--- src/logic/sgac_map.vh ---
/*
 Register indices, field positions, reset values and fixed codes
 of the serial port autoneg status and control bank.
 Assumes a Wishbone slave with 32-bit data: byte address = 4 * index.
*/
`ifndef SGAC_MAP_VH
`define SGAC_MAP_VH

`define SGAC_ADR_W 24
`define SGAC_IDX_W 22
`define SGAC_IDX_STATUS 22'h1f0001
`define SGAC_IDX_PARTNER 22'h1f0005
`define SGAC_IDX_EXPAN 22'h1f0006
`define SGAC_IDX_DCTRL 22'h1f8000
`define SGAC_IDX_ANCTRL 22'h1f8001

`define SGAC_NP_BIT 15
`define SGAC_ACK_BIT 14
`define SGAC_RF_HI 13
`define SGAC_RF_LO 12
`define SGAC_PAUSE_HI 8
`define SGAC_PAUSE_LO 7
`define SGAC_HD_BIT 6
`define SGAC_FD_BIT 5
`define SGAC_PARTNER_MASK 16'hf1e0

`define SGAC_PAGE_RX_BIT 1

`define SGAC_LOOP_BIT 14
`define SGAC_PSAVE_BIT 11
`define SGAC_DCTRL_RESET 16'h2400

`define SGAC_MODE_HI 2
`define SGAC_MODE_LO 1
`define SGAC_ANCTRL_MASK 16'h001f
`define SGAC_ANCTRL_RESET 16'h0004
`define SGAC_MODE_1000X 2'h0
`define SGAC_MODE_SGMII 2'h2

`define SGAC_AN_DONE_BIT 5
`define SGAC_STATUS_FIXED 16'h0189

`define SGAC_SYM_W 10
`define SGAC_IDLE_SYM 10'h000

`endif

--- src/logic/sgac_regs.v ---
/*
 Register bank of the serial gigabit port PCS: partner base page,
 page-received latch, autoneg complete, PCS mode and digital control.
 Assumes a classic Wishbone master on mclk and an autoneg engine
 that delivers partner pages and completion as one-cycle pulses.

 // Summary of operation
 // On autoneg completion the partner base page is captured read-only.
 // Partner fields are meaningful only in 1000BASE-X mode; SGMII uses its status.
 // Bit 15 shows partner next-page ability and no next page is ever sent.
 // Bit 14 shows the partner acknowledge of our page.
 // Bits 13:12 show partner fault: none, offline, link failure, autoneg error.
 // Bits 8:7 show partner pause: none, asym, sym, sym plus asym.
 // Bits 6 and 5 show partner half and full duplex and reset to zero.
 // Expansion bit 1 latches on a received page and clears when read.
 // Control bit 14 loops received serial data back to the serial output.
 // The loopback is done digitally in the PCS.
 // Control bit 11 powers down receiver and transmitter, PLL stays on.
 // Autoneg complete asserts once acknowledge codewords are exchanged.
 // Mode field 00 selects 1000BASE-X and 10 selects SGMII autoneg.
 // Software updates the digital control register read-modify-write.
*/
// The Wishbone slave port was decided locally.
`timescale 1ns/10ps
`include "sgac_map.vh"

module sgac_regs #(
    parameter SYM_W = `SGAC_SYM_W
) (
    input wire mclk,
    input wire rst_b,
    input wire [`SGAC_ADR_W-1:0] wb_adr_i,
    input wire [31:0] wb_dat_i,
    input wire [3:0] wb_sel_i,
    input wire wb_we_i,
    input wire wb_cyc_i,
    input wire wb_stb_i,
    output reg [31:0] wb_dat_o,
    output reg wb_ack_o,
    input wire anPageValid,
    input wire [15:0] anPageWord,
    input wire anAckDone,
    input wire anRestart,
    input wire [SYM_W-1:0] rxSymbol,
    input wire [SYM_W-1:0] txSymbol,
    output wire [SYM_W-1:0] serTxSymbol,
    output wire [SYM_W-1:0] coreRxSymbol,
    output wire rxPowerDown,
    output wire txPowerDown,
    output wire pllPowerDown,
    output reg anComplete,
    output reg sgmiiMode,
    output reg localNextPage,
    output reg partnerValid,
    output reg [1:0] partnerFault,
    output reg [1:0] partnerPause,
    output reg partnerHalfDuplex,
    output reg partnerFullDuplex
);

    localparam ST_IDLE = 2'b01;
    localparam ST_ACK = 2'b10;

    reg [1:0] state;
    reg [1:0] next_state;

    reg [15:0] partnerAbility;
    reg [15:0] pageStage;
    reg pageReceived;
    reg [15:0] digitalControl;
    reg [15:0] anControl;

    wire [`SGAC_IDX_W-1:0] regIndex;
    wire request;
    wire take;
    wire writeTake;
    wire readTake;
    wire hitPartner;
    wire hitExpan;
    wire hitDctrl;
    wire hitAnctrl;
    wire hitStatus;
    wire [1:0] modeField;
    wire [15:0] freshPage;
    wire [15:0] dctrlWrite;
    wire [15:0] anctrlWrite;
    wire mode1000x;
    wire modeSgmii;
    wire decodeOn;
    wire expanReadClear;
    wire [15:0] expanView;
    wire [15:0] statusView;

    reg [15:0] readValue;

    assign regIndex = wb_adr_i[`SGAC_ADR_W-1:2];
    assign request = wb_cyc_i & wb_stb_i;
    assign take = request & state[0];
    assign writeTake = take & wb_we_i;
    assign readTake = take & ~wb_we_i;

    assign hitPartner = (regIndex == `SGAC_IDX_PARTNER);
    assign hitExpan = (regIndex == `SGAC_IDX_EXPAN);
    assign hitDctrl = (regIndex == `SGAC_IDX_DCTRL);
    assign hitAnctrl = (regIndex == `SGAC_IDX_ANCTRL);
    assign hitStatus = (regIndex == `SGAC_IDX_STATUS);

    assign modeField = anControl[`SGAC_MODE_HI:`SGAC_MODE_LO];

    // Reserved mode codes decode to neither mode
    assign mode1000x = (modeField == `SGAC_MODE_1000X);
    assign modeSgmii = (modeField == `SGAC_MODE_SGMII);

    // Partner fields decoded only after completion in 1000BASE-X
    assign decodeOn = anComplete & mode1000x;

    // Reading the expansion register clears the page latch
    assign expanReadClear = readTake & hitExpan;

    // Register views with their fixed bits
    assign expanView = {15'h0000, pageReceived} << `SGAC_PAGE_RX_BIT;
    assign statusView = `SGAC_STATUS_FIXED | ({15'h0000, anComplete} << `SGAC_AN_DONE_BIT);

    // Page arriving with completion wins over the staged one
    assign freshPage = anPageValid ? anPageWord : pageStage;

    // Byte lanes of the write data, low two lanes only
    genvar lane;
    generate
        for (lane = 0; lane < 2; lane = lane + 1) begin : gLane
            assign dctrlWrite[lane*8+7:lane*8] = wb_sel_i[lane]
                ? wb_dat_i[lane*8+7:lane*8]
                : digitalControl[lane*8+7:lane*8];
            assign anctrlWrite[lane*8+7:lane*8] = wb_sel_i[lane]
                ? wb_dat_i[lane*8+7:lane*8]
                : anControl[lane*8+7:lane*8];
        end
    endgenerate

    // Bus handshake: ack one cycle after the request, then drop
    always @* begin
        next_state = state;
        case (state)
            ST_IDLE: begin
                if (request) begin
                    next_state = ST_ACK;
                end
            end
            ST_ACK: begin
                next_state = ST_IDLE;
            end
            default: begin
                next_state = ST_IDLE;
            end
        endcase
    end

    always @(posedge mclk or negedge rst_b) begin
        if (!rst_b) begin
            state <= ST_IDLE;
        end else begin
            state <= next_state;
        end
    end

    // Ack only for a request taken while idle, so never two in a row
    always @(posedge mclk or negedge rst_b) begin
        if (!rst_b) begin
            wb_ack_o <= 1'b0;
        end else begin
            wb_ack_o <= take;
        end
    end

    // Read multiplexer, unmapped indices read zero
    always @* begin
        readValue = 16'h0000;
        if (hitPartner) begin
            readValue = partnerAbility;
        end else if (hitExpan) begin
            readValue = expanView;
        end else if (hitDctrl) begin
            readValue = digitalControl;
        end else if (hitAnctrl) begin
            readValue = anControl;
        end else if (hitStatus) begin
            readValue = statusView;
        end
    end

    always @(posedge mclk or negedge rst_b) begin
        if (!rst_b) begin
            wb_dat_o <= 32'h00000000;
        end else if (readTake) begin
            wb_dat_o <= {16'h0000, readValue};
        end else begin
            wb_dat_o <= 32'h00000000;
        end
    end

    // Digital control, every bit read-write
    always @(posedge mclk or negedge rst_b) begin
        if (!rst_b) begin
            digitalControl <= `SGAC_DCTRL_RESET;
        end else if (writeTake && hitDctrl) begin
            // Reserved fields kept only if software preserves them
            digitalControl <= dctrlWrite;
        end
    end

    // Autoneg control, only the low five bits are writable
    always @(posedge mclk or negedge rst_b) begin
        if (!rst_b) begin
            anControl <= `SGAC_ANCTRL_RESET;
        end else if (writeTake && hitAnctrl) begin
            anControl <= anctrlWrite & `SGAC_ANCTRL_MASK;
        end
    end

    // Last page from the partner, held until completion
    always @(posedge mclk or negedge rst_b) begin
        if (!rst_b) begin
            pageStage <= 16'h0000;
        end else if (anPageValid) begin
            pageStage <= anPageWord;
        end
    end

    // Page received latch: set beats the read clear
    always @(posedge mclk or negedge rst_b) begin
        if (!rst_b) begin
            pageReceived <= 1'b0;
        end else if (anPageValid) begin
            pageReceived <= 1'b1;
        end else if (expanReadClear) begin
            pageReceived <= 1'b0;
        end
    end

    // Completion status
    always @(posedge mclk or negedge rst_b) begin
        if (!rst_b) begin
            anComplete <= 1'b0;
        end else if (anAckDone) begin
            // Completion beats a restart in the same cycle
            anComplete <= 1'b1;
        end else if (anRestart) begin
            anComplete <= 1'b0;
        end
    end

    // Base page capture on completion, kept across a restart
    always @(posedge mclk or negedge rst_b) begin
        if (!rst_b) begin
            partnerAbility <= 16'h0000;
        end else if (anAckDone) begin
            // Reserved bits forced to zero, see R1
            partnerAbility <= freshPage & `SGAC_PARTNER_MASK;
        end
    end

    // Mode flag for the MAC
    always @(posedge mclk or negedge rst_b) begin
        if (!rst_b) begin
            sgmiiMode <= 1'b1;
        end else begin
            sgmiiMode <= modeSgmii;
        end
    end

    // Next page never sent, whatever the partner offers
    always @(posedge mclk or negedge rst_b) begin
        if (!rst_b) begin
            localNextPage <= 1'b0;
        end else begin
            localNextPage <= 1'b0;
        end
    end

    // Fields valid only for 1000BASE-X
    always @(posedge mclk or negedge rst_b) begin
        if (!rst_b) begin
            partnerValid <= 1'b0;
        end else begin
            partnerValid <= decodeOn; // see R2
        end
    end

    // Partner fault code
    always @(posedge mclk or negedge rst_b) begin
        if (!rst_b) begin
            partnerFault <= 2'h0;
        end else if (decodeOn) begin
            partnerFault <= partnerAbility[`SGAC_RF_HI:`SGAC_RF_LO];
        end else begin
            partnerFault <= 2'h0;
        end
    end

    // Partner pause code
    always @(posedge mclk or negedge rst_b) begin
        if (!rst_b) begin
            partnerPause <= 2'h0;
        end else if (decodeOn) begin
            partnerPause <= partnerAbility[`SGAC_PAUSE_HI:`SGAC_PAUSE_LO];
        end else begin
            partnerPause <= 2'h0;
        end
    end

    // Partner duplex abilities
    always @(posedge mclk or negedge rst_b) begin
        if (!rst_b) begin
            partnerHalfDuplex <= 1'b0;
            partnerFullDuplex <= 1'b0;
        end else if (decodeOn) begin
            partnerHalfDuplex <= partnerAbility[`SGAC_HD_BIT];
            partnerFullDuplex <= partnerAbility[`SGAC_FD_BIT];
        end else begin
            partnerHalfDuplex <= 1'b0;
            partnerFullDuplex <= 1'b0;
        end
    end

    // Partner next-page and acknowledge bits are readable as captured
    // at bits 15 and 14 of the partner register, see R3

    sgac_pcs_loop #(
        .SYM_W(SYM_W)
    ) uPcsLoop (
        .mclk(mclk),
        .rst_b(rst_b),
        .loopEnable(digitalControl[`SGAC_LOOP_BIT]),
        .powerSave(digitalControl[`SGAC_PSAVE_BIT]),
        .rxSymbol(rxSymbol),
        .txSymbol(txSymbol),
        .serTxSymbol(serTxSymbol),
        .coreRxSymbol(coreRxSymbol),
        .rxPowerDown(rxPowerDown),
        .txPowerDown(txPowerDown),
        .pllPowerDown(pllPowerDown)
    );

endmodule

--- src/logic/sgac_pcs_loop.v ---
/*
 PCS code-group path of the serial port: digital remote loopback
 and power-save gating of receiver and transmitter.
 Assumes code groups are synchronous to mclk, one per cycle.
*/
`timescale 1ns/10ps
`include "sgac_map.vh"

module sgac_pcs_loop #(
    parameter SYM_W = `SGAC_SYM_W
) (
    input wire mclk,
    input wire rst_b,
    input wire loopEnable,
    input wire powerSave,
    input wire [SYM_W-1:0] rxSymbol,
    input wire [SYM_W-1:0] txSymbol,
    output reg [SYM_W-1:0] serTxSymbol,
    output reg [SYM_W-1:0] coreRxSymbol,
    output reg rxPowerDown,
    output reg txPowerDown,
    output reg pllPowerDown
);

    reg [SYM_W-1:0] next_serTxSymbol;
    reg [SYM_W-1:0] next_coreRxSymbol;

    always @* begin
        next_serTxSymbol = txSymbol;
        next_coreRxSymbol = rxSymbol;
        if (loopEnable) begin
            // Received groups go back out, see R9
            next_serTxSymbol = rxSymbol;
        end
        if (powerSave) begin
            // Lanes quiet while powered down
            next_serTxSymbol = `SGAC_IDLE_SYM;
            next_coreRxSymbol = `SGAC_IDLE_SYM;
        end
    end

    always @(posedge mclk or negedge rst_b) begin
        if (!rst_b) begin
            serTxSymbol <= `SGAC_IDLE_SYM;
            coreRxSymbol <= `SGAC_IDLE_SYM;
            rxPowerDown <= 1'b0;
            txPowerDown <= 1'b0;
            pllPowerDown <= 1'b0;
        end else begin
            serTxSymbol <= next_serTxSymbol;
            coreRxSymbol <= next_coreRxSymbol;
            rxPowerDown <= powerSave;
            txPowerDown <= powerSave;
            // PLL stays on in power save
            pllPowerDown <= 1'b0;
        end
    end

endmodule

--- config.mk ---
export PLATFORM = sky130hd
export DESIGN_NAME = sgac_regs
export DESIGN_NICKNAME = d
export VERILOG_FILES = /design/src/logic/sgac_regs.v /design/src/logic/sgac_pcs_loop.v
export VERILOG_INCLUDE_DIRS = /design/src /design/src/logic
export SDC_FILE = /design/constraint.sdc
export NUM_CORES = 1
export LEC_CHECK = 0
export BUFFER_PORTS_ARGS = -buffer_cell sky130_fd_sc_hd__buf_2
export CORE_MARGIN = 2
export CORE_UTILIZATION = 48
export CTS_BUF_LIST = sky130_fd_sc_hd__clkbuf_8
export DETAILED_ROUTE_END_ITERATION = 16
export PLACE_DENSITY = 0.91
export SLEW_MARGIN = 0
export SYNTH_ARGS = -nofsm -noshare
export SYNTH_HDL_FRONTEND = slang
export SYNTH_SLANG_ARGS = --single-unit
--- constraint.sdc ---
create_clock -name mclk -period 2.3 [get_ports mclk]
set_input_delay 0.115 -clock mclk [delete_from_list [all_inputs] [get_ports mclk]]
set_output_delay 0.115 -clock mclk [all_outputs]
set_load 0.02 [all_outputs]
==> flow_summary.toml <==
[cells_and_area]
antenna_cells = 0
layout_common_cells = "buf_2, dfrtp_1, mux2_2, nor2_1, conb_1"
final_nets = 520
layout-drive-gt1-share = 0.4513
final_area_mm2 = 0.004649
area_delta_synth_final_pct = 27.70
layout_commonest_cell = "buf_2"

[sta]
tns_ns = 0
tightestPinTransition_ns = 0.8038
period_share = 0.8535
finalClockSkew_ns = 0.007466
fmaxAchievable_mhz = 509.4
setup_viol = 0
slew_violations = 0
min_period_ns = 1.963
finalHoldViolations = 0
slew_headroom = 0.4630
grt_setup_unrepaired = "false"

[placement]
io_buffer_count = 123
place_area_mm2 = 0.004295
hpwlAfterDp_mm = 5.765
gp_congestion = 0.8519

[min_path]
hp-class = "input port to flip-flop"

[synthesis]
yosysWarningCount = 0
synth_area_mm2 = 0.003641
post_synth.cell_area_avg_um2 = 13.10
yosys_register_bits = 87
ys_seq_area_frac = 0.5997
ys_types = 41
synthCells = 278

[global_routing]
grt_pass1_vias = 2704
grt_usage = 0.1944
grt_max_degree = 48
overflow = 0
grt_antenna_before_repair = 0
grt_pass1_wl_mm = 12.77

[detailed_routing]
ant_nets = 0
drt_iter0_markers = 56
routed_via_density = 5.081
post_drt_wl_per_cell_um = 14.96
vias = 2642
dr.pass1.iters = 4
remaining_drc_errors = 0
wl_mm = 7.778

[die]
core_mm2 = 0.007292
ios = 170
rows = 31
die_h_um = 91.10
start_util = 0.4993
dieArea_mm2 = 0.008298
die_width_um = 91.10

[outcome]
status = "finished clean"

[clock_network]
cts_buffer_depth = 2
htreeDepth = 3
clk_pin_slew_ns = 0.09
clk_latency_ns = 0.34
cts_tree = "yes"
cts_root_buf = "clkbuf_8"
cts_sinks = 87
cts-buffers-inserted = 9

[critical_path]
reg2reg_slack_ns = 0.34
worstPathArrival_ns = 2.20
crit_fanout = 5
start_kind = "flip-flop"
cp_data_required_time_ns = 2.53
worstSetupPathType = "flip-flop to flip-flop"
worst_setup_path_end_kind = "flip-flop"

[pwr]
ir_drop_mv = 0.2595
p_per_area_mw_per_mm2 = 678.8
power_leakage_nw = 2.337

[job]
cap_viol_max_count = 0
## metrics by stage
step	utilization	hold WS (ns)	power (mW)	worst slack (ns)	cells
finish	0.6376	0.009449	3.156	0.3370	520
global route	0.6376	0.003304	3.293	0.2401	520
CTS	0.6362	0.001365	3.184	0.3438	519
detailed placement	0.5891	0.1343	1.998	0.3399	491
global placement	0.5891	0.1165	1.983	0.3770	491
floorplan	-	-0.1806	1.850	0.4968	295
## worst max-delay path: stages (launching register included)
cell,delay (ns)
dfstp_2,0.55
and3_1,0.21
nand3_1,0.08
or4b_1,0.66
mux2_4,0.36
## kinds of logic after synthesis
kind of cell	Yosys count	synth area share
DFF	87	0.5997
AOI/OAI and AO/OA	20	0.03986
other	1	0.001030
and+or+nand+nor	89	0.1505
muxes	50	0.1567
buffers and inverters	31	0.05223
## worst paths after layout
| check | start | cells past startpoint | endpoint |
|---|---|---|---|
| max in group asynchronous | rst_b | 3 | digitalControl[10] |
| min in group asynchronous | rst_b | 2 | partnerFault[0] |
| max reg2reg | state[0] | 4 | anControl[3] |
| min | wb_dat_i[12] | 2 | digitalControl[12] |
| max | state[0] | 4 | anControl[3] |
| min reg2reg | anControl[1] | 1 | sgmiiMode |
## synthesized netlist by cell type, drive strengths merged
cell type	n	area share
nand4	4	0.011
or4b	2	0.0055
nand2	6	0.0062
dfstp	5	0.036
a22o	1	0.0024
nor3	5	0.010
or2	1	0.0017
nor4b	2	0.0048
a2111oi	1	0.0041
nand3b	1	0.0021
nor3b	1	0.0021
and2	7	0.012
a22oi	8	0.016
mux2	38	0.12
mux2i	12	0.033
and3	2	0.0034
a21oi	2	0.0027
inv	3	0.0031
nand3	2	0.0027
nor2	26	0.027
conb	1	0.0010
buf	22	0.043
a31oi	1	0.0017
o21ai	3	0.0041
dfrtp	82	0.56
nor4	3	0.0093
nand4b	2	0.0048
nor2b	14	0.024
a21o	4	0.0082
and2b	1	0.0021
nand2b	5	0.0086
or4	2	0.0052
clkbuf	6	0.0062
and4b	3	0.0082
## sequential cells by signal, summed over array words and instances, names as in the netlist, 2 cells and up
signal                 flops
anControl                  5
digitalControl            16
pageStage                  8
partnerAbility             8
partnerFault               2
partnerPause               2
state                      2
uPcsLoop.coreRxSymbol     10
uPcsLoop.serTxSymbol      10
wb_dat_o                  16
## timing repair
action / in CTS / in global routing
setup endpoints to repair: 0 / 0
setup buffers: 0 / 0
hold endpoints to repair: 48 / 1
resized for setup: 0 / 0
hold buffers: 12 / 1
## power by group
part / internal (mW) / leakage (nW) / total [mW] / switching [mW]
logic: 0.151 / 1.13 / 0.354 / 0.203
registers: 1.60 / 1.09 / 1.63 / 0.0302
clock network: 0.625 / 0.115 / 1.17 / 0.546
## cell type report
type                            instances  area (µm²)
Timing Repair Buffer                  138       775.7
Clock inverter                          7       100.1
Clock buffer                            9       123.9
Inverter                                3       11.26
Tap cell                               99       123.9
Multi-Input combinational cell        177        1331
Fill cell                             573        2643
Sequential cell                        87        2183
## layer usage
metal | share of wire | up-vias | global-route usage
li1 | - | 1204 | -
met1 | 0.42 | 1287 | 0.2553
met2 | 0.49 | 138 | 0.3222
met3 | 0.073 | 13 | 0.03817
met4 | 0.018 | 0 | 0.07071
met5 | 0 | - | 0
Note: power is estimated with default switching activity, not from simulation.
